**src/pit_map.vh**
```
// Register map, field layout and timing constants of the pulse interval trigger.
`ifndef PIT_MAP_VH
`define PIT_MAP_VH

// Register addresses, 4 bits, word index.
`define PIT_ADDR_W        4
`define PIT_REG_CTRL      4'h0
`define PIT_REG_LIM_LO    4'h1
`define PIT_REG_LIM_HI    4'h2
`define PIT_REG_STATUS    4'h3
`define PIT_REG_IRQ_EN    4'h4
`define PIT_REG_IRQ_CLR   4'h5
`define PIT_REG_MEAS      4'h6
`define PIT_REG_SRC_SLOPE 4'h7

// Control register fields.
`define PIT_CTRL_EN_BIT    0
`define PIT_CTRL_MODE_LSB  1
`define PIT_CTRL_MODE_MSB  3
`define PIT_CTRL_SRC_LSB   4
`define PIT_CTRL_SRC_MSB   5
`define PIT_CTRL_RST       32'h0000_0000

// Mode encodings.
`define PIT_MODE_W_MAX    3'h0
`define PIT_MODE_W_MIN    3'h1
`define PIT_MODE_W_OUT    3'h2
`define PIT_MODE_W_IN     3'h3
`define PIT_MODE_I_SMALL  3'h4
`define PIT_MODE_I_LARGE  3'h5
`define PIT_MODE_I_IN     3'h6
`define PIT_MODE_I_OUT    3'h7

// Status and interrupt bit positions.
`define PIT_ST_TRIG_BIT   0
`define PIT_ST_OVF_BIT    1
`define PIT_ST_W          2

// Timing: 250 MHz sample clock, limits held as cycle counts.
`define PIT_CLK_PS        4000
`define PIT_MAX_LIMIT_S   20
`define PIT_CNT_W         33
`define PIT_SRC_N         4
`define PIT_LIM_RST       33'h0_0000_0001

`endif

```
**src/pit_trigger.v**
```verilog
// Pulse width and interval trigger qualifier with register port.
//
// Overview of operation
// RULE1 - Glitch mode compares width at-most or at-least.
// RULE2 - Max-width mode triggers when width within limit.
// RULE3 - Width timer restarts on opposite edge.
// RULE4 - Limits cover 600 ps up to 20 s; code spans one 4 ns cycle to 2^32-1 cycles (about 17.2 s).
// RULE5 - Outside range triggers at or beyond limits.
// RULE6 - Inside range triggers between both limits.
// RULE7 - Range limits and restart match glitch mode.
// RULE8 - Interval measures between like selected edges.
// RULE9 - Interval timer restarts on each selected edge.
// RULE10 - Interval-smaller triggers within maximum interval.
// RULE11 - Interval-larger triggers after minimum interval.
// RULE12 - Interval-in-range triggers between both limits.
// RULE13 - Interval-outside triggers below lower or above upper.
// RULE14 - Interval limits cover 2 ns up to 20 s; code spans one 4 ns cycle to 2^32-1 cycles (about 17.2 s).
// RULE15 - Slope chooses edge, stored per source.
// RULE16 - Inclusive cycle counts, overflow exceeds limits.
// RULE17 - One-cycle trigger, none before first measurement.
`timescale 1ns/1ps
`include "pit_map.vh"
module pit_trigger (
   // Clock and reset.
   input  wire                   clk_i,
   input  wire                   rst_b_i,
   // Digitised trigger source states after the comparators.
   input  wire [`PIT_SRC_N-1:0]  src_i,
   // Register port.
   input  wire [`PIT_ADDR_W-1:0] reg_addr_i,
   input  wire [31:0]            reg_wdata_i,
   input  wire                   reg_wr_i,
   input  wire                   reg_rd_i,
   output reg  [31:0]            reg_rdata_o,
   // Trigger and interrupt.
   output reg                    trig_o,
   output wire                   irq_o
);

   // Limits are in sample-clock cycles; 20 s at 4 ns needs 33 bits.
   localparam [63:0] MAX_LIMIT_WIDE =
      `PIT_MAX_LIMIT_S * 64'd1000000000000 / `PIT_CLK_PS; // RULE4 RULE14
   localparam [`PIT_CNT_W-1:0] MAX_LIMIT_CYC =
      MAX_LIMIT_WIDE[`PIT_CNT_W-1:0]; // RULE4 RULE14

   reg  [31:0]              ctrl_q;
   reg  [`PIT_CNT_W-1:0]    lim_lo_q;
   reg  [`PIT_CNT_W-1:0]    lim_hi_q;
   reg  [`PIT_SRC_N-1:0]    slope_q;
   reg  [`PIT_ST_W-1:0]     status_q;
   reg  [`PIT_ST_W-1:0]     irq_en_q;
   reg  [`PIT_CNT_W-1:0]    meas_q;
   reg                      src_q;
   reg                      en_q;
   reg  [1:0]               sel_q;
   reg                      armed_q;
   reg  [`PIT_ST_W-1:0]     clr_bits;
   reg  [`PIT_CNT_W-1:0]    wr_lim;

   wire                     en      = ctrl_q[`PIT_CTRL_EN_BIT];
   wire [2:0]               mode    =
      ctrl_q[`PIT_CTRL_MODE_MSB:`PIT_CTRL_MODE_LSB];
   wire [1:0]               src_sel =
      ctrl_q[`PIT_CTRL_SRC_MSB:`PIT_CTRL_SRC_LSB];

   // Selected source and its own stored slope, high meaning rising.
   wire                     src_now = src_i[src_sel];
   wire                     rising  = slope_q[src_sel]; // RULE15
   // Edges count only once the history holds the same enabled source;
   // otherwise a source switch would look like a transition.
   wire                     live    = en & en_q & (src_sel == sel_q);
   wire                     sel_edge =
      live & (src_now != src_q) & (src_now == rising); // RULE15
   wire                     opp_edge =
      live & (src_now != src_q) & (src_now != rising);

   // Interval modes have mode MSB set.
   wire                     is_int  = mode[2];

   // Width timer restarts on the opposite edge, interval timer on the
   // selected edge, so each timer spans exactly the measured stretch.
   wire                     tmr_clr = is_int ? sel_edge : opp_edge; // RULE3 RULE7 RULE9
   wire [`PIT_CNT_W-1:0]    cnt;
   wire                     ovf;

   pit_edge_timer u_timer (
      .clk_i   (clk_i),
      .rst_b_i (rst_b_i),
      .clr_i   (tmr_clr),
      .count_o (cnt),
      .ovf_o   (ovf)
   );

   // Comparisons are inclusive except lt_lo and gt_hi; overflow counts as beyond every limit.
   wire le_lo = ~ovf & (cnt <= lim_lo_q); // RULE16
   wire ge_lo = ovf | (cnt >= lim_lo_q);  // RULE16
   wire le_hi = ~ovf & (cnt <= lim_hi_q);
   wire ge_hi = ovf | (cnt >= lim_hi_q);
   wire lt_lo = ~ovf & (cnt < lim_lo_q);
   wire gt_hi = ovf | (cnt > lim_hi_q);

   reg qualify;

   // Qualification of the measurement that ends on this selected edge.
   always @* begin
      case (mode)
         `PIT_MODE_W_MAX:   qualify = le_lo;           // RULE1 RULE2
         `PIT_MODE_W_MIN:   qualify = ge_lo;           // RULE1
         `PIT_MODE_W_OUT:   qualify = le_lo | ge_hi;   // RULE5
         `PIT_MODE_W_IN:    qualify = ge_lo & le_hi;   // RULE6
         `PIT_MODE_I_SMALL: qualify = le_lo;           // RULE8 RULE10
         `PIT_MODE_I_LARGE: qualify = ge_lo;           // RULE11
         `PIT_MODE_I_IN:    qualify = ge_lo & le_hi;   // RULE12
         `PIT_MODE_I_OUT:   qualify = lt_lo | gt_hi;   // RULE13
         default:           qualify = 1'b0;
      endcase
   end

   // The width is only whole once the opposite edge has restarted the
   // timer; the interval once a first selected edge has.
   wire fire = sel_edge & armed_q & qualify; // RULE17

   // Edge history, arming and the trigger pulse. Arming drops on disable
   // so a stale count from before re-enable never qualifies.
   always @(posedge clk_i or negedge rst_b_i) begin
      if (!rst_b_i) begin
         src_q   <= 1'b0;
         en_q    <= 1'b0;
         sel_q   <= 2'h0;
         armed_q <= 1'b0;
         trig_o  <= 1'b0;
         meas_q  <= {`PIT_CNT_W{1'b0}};
      end else begin
         src_q  <= src_now;
         en_q   <= en;
         sel_q  <= src_sel;
         trig_o <= fire; // RULE17
         if (!en) begin
            armed_q <= 1'b0;
         end else if (tmr_clr) begin
            armed_q <= 1'b1; // RULE17
         end
         if (sel_edge && armed_q) begin
            meas_q <= ovf ? {`PIT_CNT_W{1'b1}} : cnt;
         end
      end
   end

   // Clear strobe bits and clamped limit value for register writes.
   always @* begin
      clr_bits = {`PIT_ST_W{1'b0}};
      if (reg_wr_i && reg_addr_i == `PIT_REG_IRQ_CLR) begin
         clr_bits = reg_wdata_i[`PIT_ST_W-1:0];
      end
      wr_lim = {1'b0, reg_wdata_i};
      if (wr_lim > MAX_LIMIT_CYC) begin
         wr_lim = MAX_LIMIT_CYC;
      end
      if (wr_lim == {`PIT_CNT_W{1'b0}}) begin
         wr_lim = `PIT_LIM_RST;
      end
   end

   // Control and limit registers; limits span one cycle .. 2^32-1 cycles (about 17.2 s).
   always @(posedge clk_i or negedge rst_b_i) begin
      if (!rst_b_i) begin
         ctrl_q   <= `PIT_CTRL_RST;
         lim_lo_q <= `PIT_LIM_RST;
         lim_hi_q <= `PIT_LIM_RST;
         slope_q  <= {`PIT_SRC_N{1'b1}};
         irq_en_q <= {`PIT_ST_W{1'b0}};
      end else if (reg_wr_i) begin
         case (reg_addr_i)
            `PIT_REG_CTRL:      ctrl_q   <= reg_wdata_i;
            `PIT_REG_LIM_LO:    lim_lo_q <= wr_lim; // RULE4 RULE14
            `PIT_REG_LIM_HI:    lim_hi_q <= wr_lim; // RULE4 RULE14
            `PIT_REG_SRC_SLOPE: slope_q  <= reg_wdata_i[`PIT_SRC_N-1:0];
            `PIT_REG_IRQ_EN:    irq_en_q <= reg_wdata_i[`PIT_ST_W-1:0];
            default:            ctrl_q   <= ctrl_q;
         endcase
      end
   end

   // Sticky status: a new event in the clearing cycle wins over the clear.
   always @(posedge clk_i or negedge rst_b_i) begin
      if (!rst_b_i) begin
         status_q <= {`PIT_ST_W{1'b0}};
      end else begin
         status_q <= (status_q & ~clr_bits) | {ovf & armed_q, fire};
      end
   end

   assign irq_o = |(status_q & irq_en_q);

   // Read data stands in the cycle after the read strobe only.
   always @(posedge clk_i or negedge rst_b_i) begin
      if (!rst_b_i) begin
         reg_rdata_o <= 32'h0000_0000;
      end else if (reg_rd_i) begin
         case (reg_addr_i)
            `PIT_REG_CTRL:      reg_rdata_o <= ctrl_q;
            `PIT_REG_LIM_LO:    reg_rdata_o <= lim_lo_q[31:0];
            `PIT_REG_LIM_HI:    reg_rdata_o <= lim_hi_q[31:0];
            `PIT_REG_STATUS:    reg_rdata_o <= {30'h0, status_q};
            `PIT_REG_IRQ_EN:    reg_rdata_o <= {30'h0, irq_en_q};
            `PIT_REG_MEAS:      reg_rdata_o <= meas_q[31:0];
            `PIT_REG_SRC_SLOPE: reg_rdata_o <= {28'h0, slope_q};
            default:            reg_rdata_o <= 32'h0000_0000;
         endcase
      end else begin
         reg_rdata_o <= 32'h0000_0000;
      end
   end

endmodule

```
**src/pit_edge_timer.v**
```verilog
// Saturating cycle counter that restarts on a clear pulse.
`timescale 1ns/1ps
`include "pit_map.vh"
module pit_edge_timer (
   // Clock and reset.
   input  wire                   clk_i,
   input  wire                   rst_b_i,
   // Control.
   input  wire                   clr_i,
   // Result.
   output wire [`PIT_CNT_W-1:0]  count_o,
   output wire                   ovf_o
);

   reg  [`PIT_CNT_W-1:0] cnt_q;
   reg                   ovf_q;

   // Counts sample clocks since the last clear; sticks at full scale so a
   // very long pulse still compares as longer than any limit.
   always @(posedge clk_i or negedge rst_b_i) begin
      if (!rst_b_i) begin
         cnt_q <= {`PIT_CNT_W{1'b0}};
         ovf_q <= 1'b0;
      end else if (clr_i) begin
         cnt_q <= {{(`PIT_CNT_W-1){1'b0}}, 1'b1};
         ovf_q <= 1'b0;
      end else if (&cnt_q) begin
         ovf_q <= 1'b1;
      end else begin
         cnt_q <= cnt_q + {{(`PIT_CNT_W-1){1'b0}}, 1'b1};
      end
   end

   assign count_o = cnt_q;
   assign ovf_o   = ovf_q;

endmodule

```
**config.mk**
```make
export PLATFORM = sky130hd
export DESIGN_NAME = pit_trigger
export DESIGN_NICKNAME = d
export VERILOG_FILES = /design/src/pit_trigger.v /design/src/pit_edge_timer.v
export VERILOG_INCLUDE_DIRS = /design/src
export SDC_FILE = /design/constraint.sdc
export NUM_CORES = 1
export LEC_CHECK = 0
export ABC_AREA = 1
export BUFFER_PORTS_ARGS = -buffer_cell sky130_fd_sc_hd__buf_4
export CORE_UTILIZATION = 55
export CTS_CLUSTER_DIAMETER = 100
export DETAILED_ROUTE_END_ITERATION = 10
export HOLD_SLACK_MARGIN = 0.02
export PLACE_DENSITY = 0.84
export SYNTH_ARGS = -nofsm -noshare
export SYNTH_HDL_FRONTEND = slang
export SYNTH_SLANG_ARGS = --single-unit
```
**constraint.sdc**
```tcl
create_clock -name clk_i -period 2.3 [get_ports clk_i]
set_input_delay 0.46 -clock clk_i [delete_from_list [all_inputs] [get_ports clk_i]]
set_output_delay 0.46 -clock clk_i [all_outputs]
set_load 0.005 [all_outputs]
```
==> flow_summary.toml, run 1 <==
[status]
status = "complete, but fails checks"
violations = "setup timing"

[layout]
nets = 1554
drive_gt1_frac = 0.1877
area_growth_pct = 21.24
final_cell_area_mm2 = 0.01314
antenna_cells = 0
finalNonFillerCells = 1720
post-route-util = 0.6907

[yosys]
synth_compound_area_frac = 0.1425
synth-seq-cells = 208
synthSimpleGateAreaFrac = 0.1958
syn-num-nets = 1424
synth_top_family_by_area = "simple AND/OR/NAND/NOR gates"
synth_area_mm2 = 0.01083
synthArstFlopShare = 1.000
muxShareOfSynthArea = 0.002079
ys_warn_count = 0
syn_avg_cell_area_um2 = 8.245
ys_seq_area_frac = 0.4811
synth_edf_count = 0
syn_inst = 1314
ys.flop_type = "dfrtp_1"
synth_fa_ha_area_frac = 0.07622
synth_xor_area_frac = 0.008892
ys_types = 41

[timing]
layout_setup_ws_ps = -216.7
fmaxAchievable_mhz = 397.4
slew-limit-headroom = 0.5192
holdWs_ps = 172.0
period_share = 1.094
finalMaxSlewViolations = 0
period_minus_slack_ps = 2517
worst-slew-pin-transition_ps = 714.7
hold_viol = 0
rsz0062_at_grt = "yes"
setup_viol = 21
clock_skew_ps = 9.109

[die]
core-area_mm2 = 0.01902
initial_utilization = 0.5697
num_rows = 50
ios = 78
die_area_mm2 = 0.02026
dieHeight_um = 142.4
die_width_um = 142.4

[cts]
clock_sinks = 208
cts_tree = "done"
clk_latency_ps = 520
cts-htree-levels = 1
clk_path_buf_depth = 3
numCtsBuffers = 22
cts.clk_slew.worst_paths_ps = 60
cts_root_buf = "clkbuf_16"

[power]
p_leak_uw = 0.006719
max-vdd-ir-drop_mv = 0.5570
p_per_area_mw_per_mm2 = 886.9

[critical_path]
start_kind = "register"
path_delay_family = "simple AND/OR/NAND/NOR gates"
r2r_end = "u_timer.count_o[8]"
cp_num_buf_inv = 4
worstPathRequired_ps = 2700
r2r_setup_slack_ps = -220
reg2regPathDepth = 14
cp_data_arrival_time_ps = 2910
endpoint_kind = "register"
slowest_stage = "dfrtp_1"
critPathMaxFanout = 5
critical_path_class = "reg2reg"
r2r_start = "u_timer.count_o[6]"
cp_cell_sequence = "nand2_1 > nor2_1 > nand4_1 > nor3_2 > ha_2 > nor3_2 > inv_1 > nor2_2 > nand2_2 > buf_6 > buf_6 > o21ai_2 > o211ai_1 > inv_1"
slowest_delay_ps = 460

[global_route]
grt_pass1_wl_um = 47420
grt_max_degree = 55
grtUsageTotal = 0.2955
globalRouteOverflowTotal = 0
grt_antenna_before_repair = 0
grt_pass1_vias = 9566

[flow_run]
maxCapViolations = 0

[worst_hold_path]
min_path_cells = 3
worstHoldStart = "reg_wdata_i[28]"
hp-class = "in2reg"
whs_endpoint = "lim_hi_q[28]"

[routing]
drtIter0Drc = 801
drtAntennaViolNets = 0
vias = 9744
post_drt_via_cell_ratio = 5.665
firstDrtPassIters = 5
drcViolationCount = 0
wl_per_cell_um = 17.05
wl_um = 29330

[placed_design]
dp_hpwl_um = 19770
place_inst = 1665
gp_congestion = 0.9469
io_buffers = 77
placed_cell_area_mm2 = 0.01209
## worst register-to-register path, stage by stage (launching register included)
cell,delay (ps)
dfrtp_1,460
nand2_1,140
nor2_1,260
nand4_1,230
nor3_2,230
ha_2,280
nor3_2,50
inv_1,100
nor2_2,60
nand2_2,150
buf_6,120
buf_6,90
o21ai_2,40
o211ai_1,120
inv_1,80
## synthesized netlist by cell type, types with 2 or more instances
master	instances	share of area
a21o_1	3	0.0021
a21oi_1	35	0.016
a221oi_1	30	0.024
a31oi_1	23	0.013
buf_1	6	0.0021
buf_2	8	0.0037
buf_4	4	0.0028
buf_6	3	0.0031
clkbuf_1	24	0.0083
dfrtp_1	202	0.47
dfstp_2	6	0.015
ha_1	66	0.076
inv_1	202	0.070
inv_2	9	0.0031
mux2_2	2	0.0021
nand2_1	288	0.10
nand2_2	2	0.0012
nand3_1	33	0.015
nand4_1	16	0.0092
nor2_1	123	0.043
nor2_2	4	0.0023
nor3_1	17	0.0079
nor3_2	3	0.0028
nor3_4	3	0.0045
nor4_1	8	0.0046
o211ai_1	3	0.0021
o21ai_0	126	0.058
o21ai_1	7	0.0032
o22ai_1	36	0.021
xor2_1	11	0.0089
## registers in the layout, indices dropped and copies added, names as in the netlist
register / count
armed_q: 1
u_timer.ovf_o: 1
u_timer.count_o: 33
lim_lo_q: 32
reg_rdata_o: 32
en_q: 1
sel_q: 2
ctrl_q: 32
lim_hi_q: 32
meas_q: 32
trig_o: 1
irq_en_q: 2
src_q: 1
status_q: 2
slope_q: 4
## logic make-up (layout without fill, tap and decap cells)
family                   Yosys count  in the layout
XOR/XNOR                          11             11
multiplexers                       2              2
AND/OR/NAND/NOR                  504            504
flip-flops                       208            208
adder cells (fa/ha/maj)           66             66
buffers and inverters            257            403
AO/OA/AOI/OAI                    266            266
## per-layer routing
layer / up-vias / global-route usage / wire length (um)
li1: 4572 / - / -
met1: 4708 / 0.3877 / 12410
met2: 402 / 0.4979 / 14400
met3: 62 / 0.04845 / 1887
met4: 0 / 0.1002 / 624
met5: - / 0 / 0
## stage by stage
| stage | TNS (ps) | total power [uW] | worst slack, ps |
|---|---|---|---|
| floorplan | -90.40 | 6703 | -26.79 |
| global placement | 0 | 7616 | 24.84 |
| detailed placement | -277.1 | 7800 | -61.21 |
| CTS | -47.78 | 11440 | -24.09 |
| global route | -4309 | 12320 | -264.7 |
| finish | -2699 | 11650 | -216.7 |
## worst max path at each step
stage / startpoint / to / cells after the start / slack, ps
final: u_timer.count_o[6] / u_timer.count_o[8] / 14 / -220
after global routing: u_timer.count_o[6] / u_timer.count_o[20] / 15 / -260
after CTS: u_timer.count_o[15] / u_timer.count_o[27] / 14 / -20
after detailed placement: u_timer.count_o[0] / u_timer.count_o[20] / 16 / -60
after global placement: u_timer.count_o[23] / u_timer.count_o[16] / 17 / 20
after floorplan: u_timer.count_o[22] / u_timer.count_o[23] / 19 / -30
## power breakdown
part / switching [uW] / internal (uW) / total (uW)
clock network: 1470 / 2110 / 3580
registers: 416 / 4280 / 4700
logic: 2070 / 1300 / 3370
## area by class of cell
class	instances	area (um2)
fillers	1442	5883
clock inverters	4	45.04
well taps	260	325.3
repair buffers	151	1231
flip-flops and latches	208	5215
clock buffers	36	674.4
inverters	212	798.3
multi-input cells	849	4846
## timing repair
action                     CTS  global route
setup endpoints to repair   10            32
hold endpoints to repair    42             0
setup buffers               11             5
gates resized for setup     14            57
pin swaps                    9            16
hold buffers                 1             0
## layout by cell type (no fill, tap or decap), types with 4 or more instances in the layout
cell type | netlist | routed
a21oi_1 | 35 | 29
a21oi_2 | 1 | 7
a221oi_1 | 30 | 30
a31oi_1 | 23 | 23
buf_12 | 0 | 5
buf_4 | 4 | 137
buf_6 | 3 | 7
clkbuf_1 | 24 | 8
clkbuf_16 | 0 | 23
clkbuf_8 | 0 | 6
dfrtp_1 | 202 | 200
dfstp_2 | 6 | 6
ha_1 | 66 | 64
inv_1 | 202 | 195
inv_2 | 9 | 15
nand2_1 | 288 | 276
nand2_2 | 2 | 14
nand3_1 | 33 | 30
nand4_1 | 16 | 16
nor2_1 | 123 | 110
nor2_2 | 4 | 10
nor2_4 | 0 | 7
nor3_1 | 17 | 12
nor3_2 | 3 | 7
nor3_4 | 3 | 4
nor4_1 | 8 | 4
o21ai_0 | 126 | 118
o21ai_1 | 7 | 12
o22ai_1 | 36 | 36
xor2_1 | 11 | 11
Note: power is estimated with default switching activity, not from simulation.
==> inputs of run 2 (changes only) <==
--- a/config.mk
+++ b/config.mk
@@ -6,13 +6,13 @@
 export SDC_FILE = /design/constraint.sdc
 export NUM_CORES = 1
 export LEC_CHECK = 0
-export ABC_AREA = 1
 export BUFFER_PORTS_ARGS = -buffer_cell sky130_fd_sc_hd__buf_4
 export CORE_UTILIZATION = 55
 export CTS_CLUSTER_DIAMETER = 100
 export DETAILED_ROUTE_END_ITERATION = 10
 export HOLD_SLACK_MARGIN = 0.02
 export PLACE_DENSITY = 0.84
+export SKIP_CTS_REPAIR_TIMING = 1
 export SYNTH_ARGS = -nofsm -noshare
 export SYNTH_HDL_FRONTEND = slang
 export SYNTH_SLANG_ARGS = --single-unit
==> flow_summary.toml, run 2 <==
[routing]
wl_met1_um = 12140
drcViolationCount = 0
firstDrtPassIters = 8
wl_um = 31520
highest_layer = "met4"
drtIter0Drc = 1150
post_drt_via_cell_ratio = 6.383
wl_met2_um = 15020
wl_per_cell_um = 21.58
vias = 9326
dr_wl_met3_um = 2992
drtAntennaViolNets = 0

[yosys]
syn_avg_cell_area_um2 = 10.36
synthArstFlopShare = 1.000
ys_warn_count = 0
synth_edf_count = 0
ys_top_cells_by_area = "dfrtp_1 (48%), ha_1 (7.9%), mux2_2 (7.7%)"
yosys.area.top_type = "dfrtp_1"
syn_inst = 1007
synth_top_area_share = 0.4846
synth_xor_area_frac = 0.02855
ys_seq_area_frac = 0.4998
synth_compound_area_frac = 0.1219
ys.flop_type = "dfrtp_1"
synth_top_family_by_area = "simple AND/OR/NAND/NOR gates"
syn-num-nets = 1117
ys_types = 64
synth_common_cells = "dfrtp_1 (202), nand2_1 (122), nor2_1 (76)"
synth_area_mm2 = 0.01043
synthSimpleGateAreaFrac = 0.1435
synth-seq-cells = 208
muxShareOfSynthArea = 0.08481
synth.most_common_cell = "dfrtp_1"
synth_fa_ha_area_frac = 0.07917

[layout]
antenna_cells = 0
nets = 1328
post-route-util = 0.7382
finalNonFillerCells = 1461
area_growth_pct = 29.31
final_cell_mix = "buf_4 (219), dfrtp_1 (195), nand2_1 (122), nor2_1 (74), mux2_2 (71)"
largest_register_ffs = 33
drive_gt1_frac = 0.3312
layout_commonest_cell = "buf_4"

[timing]
period_minus_slack_ps = 2804
layout_setup_ws_ps = -504.2
setup_viol = 35
period_share = 1.219
rsz0062_at_grt = "yes"
holdWs_ps = 193.0
slew-limit-headroom = 0.5445
clock_skew_ps = 12.99
worst-slew-pin-transition_ps = 683.3
hold_viol = 0
fmaxAchievable_mhz = 356.6
finalMaxSlewViolations = 0

[cts]
cts_tree = "done"
cts_root_buf = "clkbuf_16"
clk_path_buf_depth = 3
cts.clk_slew.worst_paths_ps = 60
cts-htree-levels = 1
clock_sinks = 208
numCtsBuffers = 23
clk_latency_ps = 510

[placed_design]
io_buffers = 77
gp_congestion = 0.9223
place_inst = 1408
dp_hpwl_um = 19200

[global_route]
grt_antenna_before_repair = 0
globalRouteOverflowTotal = 0
grtUsageTotal = 0.2904
grt_max_degree = 57
grt_pass1_vias = 9043
grt_pass1_wl_um = 45540

[power]
sw_frac_of_total = 0.3533
pwr-share-seq = 0.348
p_per_area_mw_per_mm2 = 1113
pwr-share-clk = 0.255
combPwrFrac = 0.397
power_uw = 15010
switching_power_uw = 5304
max-vdd-ir-drop_mv = 0.6202
p_leak_uw = 0.006179
p_int_uw = 9709

[worst_hold_path]
hp-class = "in2reg"

[critical_path]
slowest_delay_ps = 400
start_kind = "register"
slowest_stage = "nor4_2"
worstPathRequired_ps = 2700
critPathMaxFanout = 3
endpoint_kind = "register"
cp_data_arrival_time_ps = 3200
cp_cell_sequence = "inv_1 > ha_1 > nand4_1 > nor4_2 > buf_4 > or2b_1 > a21boi_2 > nor3_4 > o221a_1 > o211a_1 > o21ba_1"
critical_path_class = "reg2reg"

[die]
initial_utilization = 0.5709
die_width_um = 139.7
ios = 78
core-area_mm2 = 0.01827
dieHeight_um = 139.7
die_area_mm2 = 0.01952
num_rows = 49

[status]
status = "complete, but fails checks"
violations = "setup timing"

[flow_run]
maxCapViolations = 0
## run 2: kinds of logic after synthesis
family | after synthesis
and+or+nand+nor | 309
DFF | 208
AOI/OAI and AO/OA | 198
buffers and inverters | 115
muxes | 77
adders and majority gates | 66
xor gates and xnor gates | 34
## run 2: layer usage
layer / GRT usage / vias to the layer above
met3: 0.04233 / 131
met5: 0 / -
met4: 0.1093 / 0
li1: - / 4012
met1: 0.3900 / 4546
met2: 0.4787 / 637
## run 2: power by group through the flow
stage	Sequential [uW]	Combinational (uW)	Clock, uW
floorplan	5110	2630	0
global placement	5130	4690	0
detailed placement	5180	4970	0
CTS	5130	5070	3820
global route	5290	6350	3960
finish	5230	5960	3830
## run 2: critical path: cells and delay by family, from the launching register on
kind                     cells  cell delay (ps)
AO/OA/AOI/OAI                4              780
adder cells (fa/ha/maj)      1              320
buffers and inverters        2              280
flip-flops                   1              370
AND/OR/NAND/NOR              4              930
## run 2: layout make-up
type                            instances  area (um2)
Clock buffer                           35       680.7
Clock inverter                          4       95.09
Fill cell                            1098        4783
Inverter                               70       262.8
Multi-Input combinational cell        684        5107
Sequential cell                       208        5221
Tap cell                              229       286.5
Timing Repair Buffer                  231        1833
## run 2: worst paths after layout
kind,startpoint,endpoint,slack [ps],cells past startpoint
max,lim_hi_q[15],trig_o,-500,11
min,reg_wdata_i[6],lim_lo_q[6],190,3
max reg2reg,lim_hi_q[15],trig_o,-500,11
min reg2reg,ctrl_q[0],en_q,480,0
max in group asynchronous,rst_b_i,ctrl_q[4],1150,3
min in group asynchronous,rst_b_i,en_q,440,2
## run 2: through the flow
stage | TNS, ps | setup WS (ps) | instance area [um2]
floorplan | -6255 | -413.7 | 10520
global placement | -7083 | -501.0 | 12350
detailed placement | -10390 | -469.2 | 12350
CTS | -12050 | -482.9 | 13130
global route | -13910 | -563.2 | 13490
finish | -10280 | -504.2 | 13490
==> inputs of run 3 (changes only) <==
--- a/config.mk
+++ b/config.mk
@@ -8,11 +8,12 @@
 export LEC_CHECK = 0
 export BUFFER_PORTS_ARGS = -buffer_cell sky130_fd_sc_hd__buf_4
 export CORE_UTILIZATION = 55
-export CTS_CLUSTER_DIAMETER = 100
+export CTS_CLUSTER_DIAMETER = 200
 export DETAILED_ROUTE_END_ITERATION = 10
 export HOLD_SLACK_MARGIN = 0.02
 export PLACE_DENSITY = 0.84
 export SKIP_CTS_REPAIR_TIMING = 1
 export SYNTH_ARGS = -nofsm -noshare
 export SYNTH_HDL_FRONTEND = slang
+export SYNTH_HIERARCHICAL = 1
 export SYNTH_SLANG_ARGS = --single-unit
==> flow_summary.toml, run 3 <==
[timing]
setup-tns-final_ps = -8717
holdWs_ps = 187.2
fmaxAchievable_mhz = 358.8
layout_setup_ws_ps = -487.2
period_minus_slack_ps = 2787
finalMaxSlewViolations = 0
worst-slew-pin-transition_ps = 570.3
clock_skew_ps = 20.16
slew-limit-headroom = 0.6166
rsz0062_at_grt = "yes"
hold_viol = 0
setup_viol = 29
period_share = 1.212

[placed_design]
io_buffers = 77
pre_cts_slack_ps = -435.7
dp_hpwl_um = 19880
gp_congestion = 0.9492
placed_cell_area_mm2 = 0.01241

[cts]
numCtsBuffers = 22
cts_tree = "done"
clk_path_buf_depth = 3
cts_root_buf = "clkbuf_16"
clock_sinks = 208
cts-htree-levels = 1
cts.clk_slew.worst_paths_ps = 70
clk_latency_ps = 520

[yosys]
synthArstFlopShare = 1.000
syn_avg_cell_area_um2 = 10.25
ys_seq_area_frac = 0.4944
synth-seq-cells = 208
yosys.area.top_type = "dfrtp_1"
ys_types = 57
synth.most_common_cell = "dfrtp_1"
synth_area_mm2 = 0.01054
syn-num-nets = 1139
synth_top_area_share = 0.4794
synth_edf_count = 0
ys.flop_type = "dfrtp_1"
synth_common_cells = "dfrtp_1 (202), nand2_1 (131), o21ai_0 (78)"
ys_warn_count = 6
ys_top_cells_by_area = "dfrtp_1 (48%), mux2_2 (7.9%), ha_1 (7.8%)"
syn_inst = 1029

[power]
p_leak_uw = 0.006218
p_per_area_mw_per_mm2 = 1092
max-vdd-ir-drop_mv = 0.5037

[layout]
largest_register_ffs = 33
antenna_cells = 0
final_cell_area_mm2 = 0.01364
layout_commonest_cell = "buf_4"
drive_gt1_frac = 0.3349
area_growth_pct = 29.33
nets = 1348
final_cell_mix = "buf_4 (216), dfrtp_1 (194), nand2_1 (128), o21ai_0 (77), mux2_2 (74)"

[global_route]
grt_pass1_vias = 9476
grtUsageTotal = 0.3137
grt_pass1_wl_um = 48730
grt_max_degree = 62
grt_antenna_before_repair = 0
globalRouteOverflowTotal = 0

[status]
status = "complete, but fails checks"
violations = "setup timing"

[critical_path]
worstPathRequired_ps = 2760
critPathMaxFanout = 5
critical_path_class = "reg2reg"
start_kind = "register"
path_common_cell = "a21o_1"
endpoint_kind = "register"
cp_cell_sequence = "ha_1 > a21o_1 > a21oi_2 > a2111oi_2 > buf_4 > or4_4 > a221oi_2 > o2111ai_1 > a31oi_1 > a21o_1"
slowest_stage = "dfrtp_2"
cp_data_arrival_time_ps = 3250
slowest_delay_ps = 460

[die]
initial_utilization = 0.5618
core-area_mm2 = 0.01877
die_area_mm2 = 0.01973
num_rows = 50
die_width_um = 140.5
ios = 78
dieHeight_um = 140.5

[flow_run]
maxCapViolations = 0

[routing]
drcViolationCount = 0
wl_per_cell_um = 22.86
firstDrtPassIters = 7
post_drt_via_cell_ratio = 6.666
vias = 9919
wl_um = 34010
drtIter0Drc = 1481
drtAntennaViolNets = 0

[worst_hold_path]
hp-class = "in2reg"
## run 3: cell count changes after synthesis, sizes merged, moves of 7 or more
cell,before,now
and3,9,2
or4,4,14
a21oi,55,75
o31ai,2,10
nand2,122,131
xor2,23,9
nor2,76,57
## run 3: power breakdown
group / internal (uW) / switching, uW / total, uW
combinational: 2800 / 3200 / 6000
clock: 2220 / 1470 / 3690
sequential: 4450 / 753 / 5200
## run 3: worst max-delay path, delay by kind of cell, from the launching register on
family	cells	cell delay (ps)
AOI/OAI and AO/OA	7	1480
adders and majority gates	1	230
buffers and inverters	1	150
DFF	1	460
and+or+nand+nor	1	430
## run 3: cell type report
cell class	instances	area, um2
Sequential cell	208	5223
Multi-Input combinational cell	698	5160
Fill cell	1082	5131
Timing Repair Buffer	235	1942
Clock buffer	35	670.6
Tap cell	234	292.8
Inverter	73	274.0
Clock inverter	5	75.07
## run 3: cell families (layout without fill, tap and decap cells)
| kind of cell | after synthesis | after routing | synth area share |
|---|---|---|---|
| buf+inv | 124 | 348 | 0.04675 |
| simple gates | 307 | 308 | 0.1452 |
| compound gates | 228 | 228 | 0.1349 |
| fa+ha+maj | 66 | 66 | 0.07832 |
| flops | 208 | 208 | 0.4944 |
| xor+xnor | 16 | 16 | 0.01329 |
| mux | 80 | 80 | 0.08710 |
## run 3: metal layers
| layer | vias up | wire (um) | GRT usage |
|---|---|---|---|
| li1 | 4132 | - | - |
| met1 | 4860 | 12450 | 0.3903 |
| met2 | 729 | 16290 | 0.5321 |
| met3 | 198 | 3370 | 0.05949 |
| met4 | 0 | 1909 | 0.1430 |
| met5 | - | 0 | 0 |
## run 3: worst paths after layout
check | from | end | slack (ps) | cells after the start
min | reg_wdata_i[12] | lim_lo_q[12] | 190 | 3
max | u_timer/count_o[18] | status_q[0] | -490 | 10
max reg2reg | u_timer/count_o[18] | status_q[0] | -490 | 10
min reg2reg | ctrl_q[0] | en_q | 470 | 0
max in group asynchronous | rst_b_i | slope_q[3] | 1120 | 3
min in group asynchronous | rst_b_i | lim_hi_q[27] | 500 | 2
## run 3: metrics by stage
step / util / total power [uW] / cells
detailed placement: 0.6610 / 10030 / 1423
CTS: 0.7007 / 13820 / 1463
floorplan: - / 7749 / 1029
finish: 0.7266 / 14890 / 1488
global route: 0.7266 / 15530 / 1488
global placement: 0.6610 / 9723 / 1423
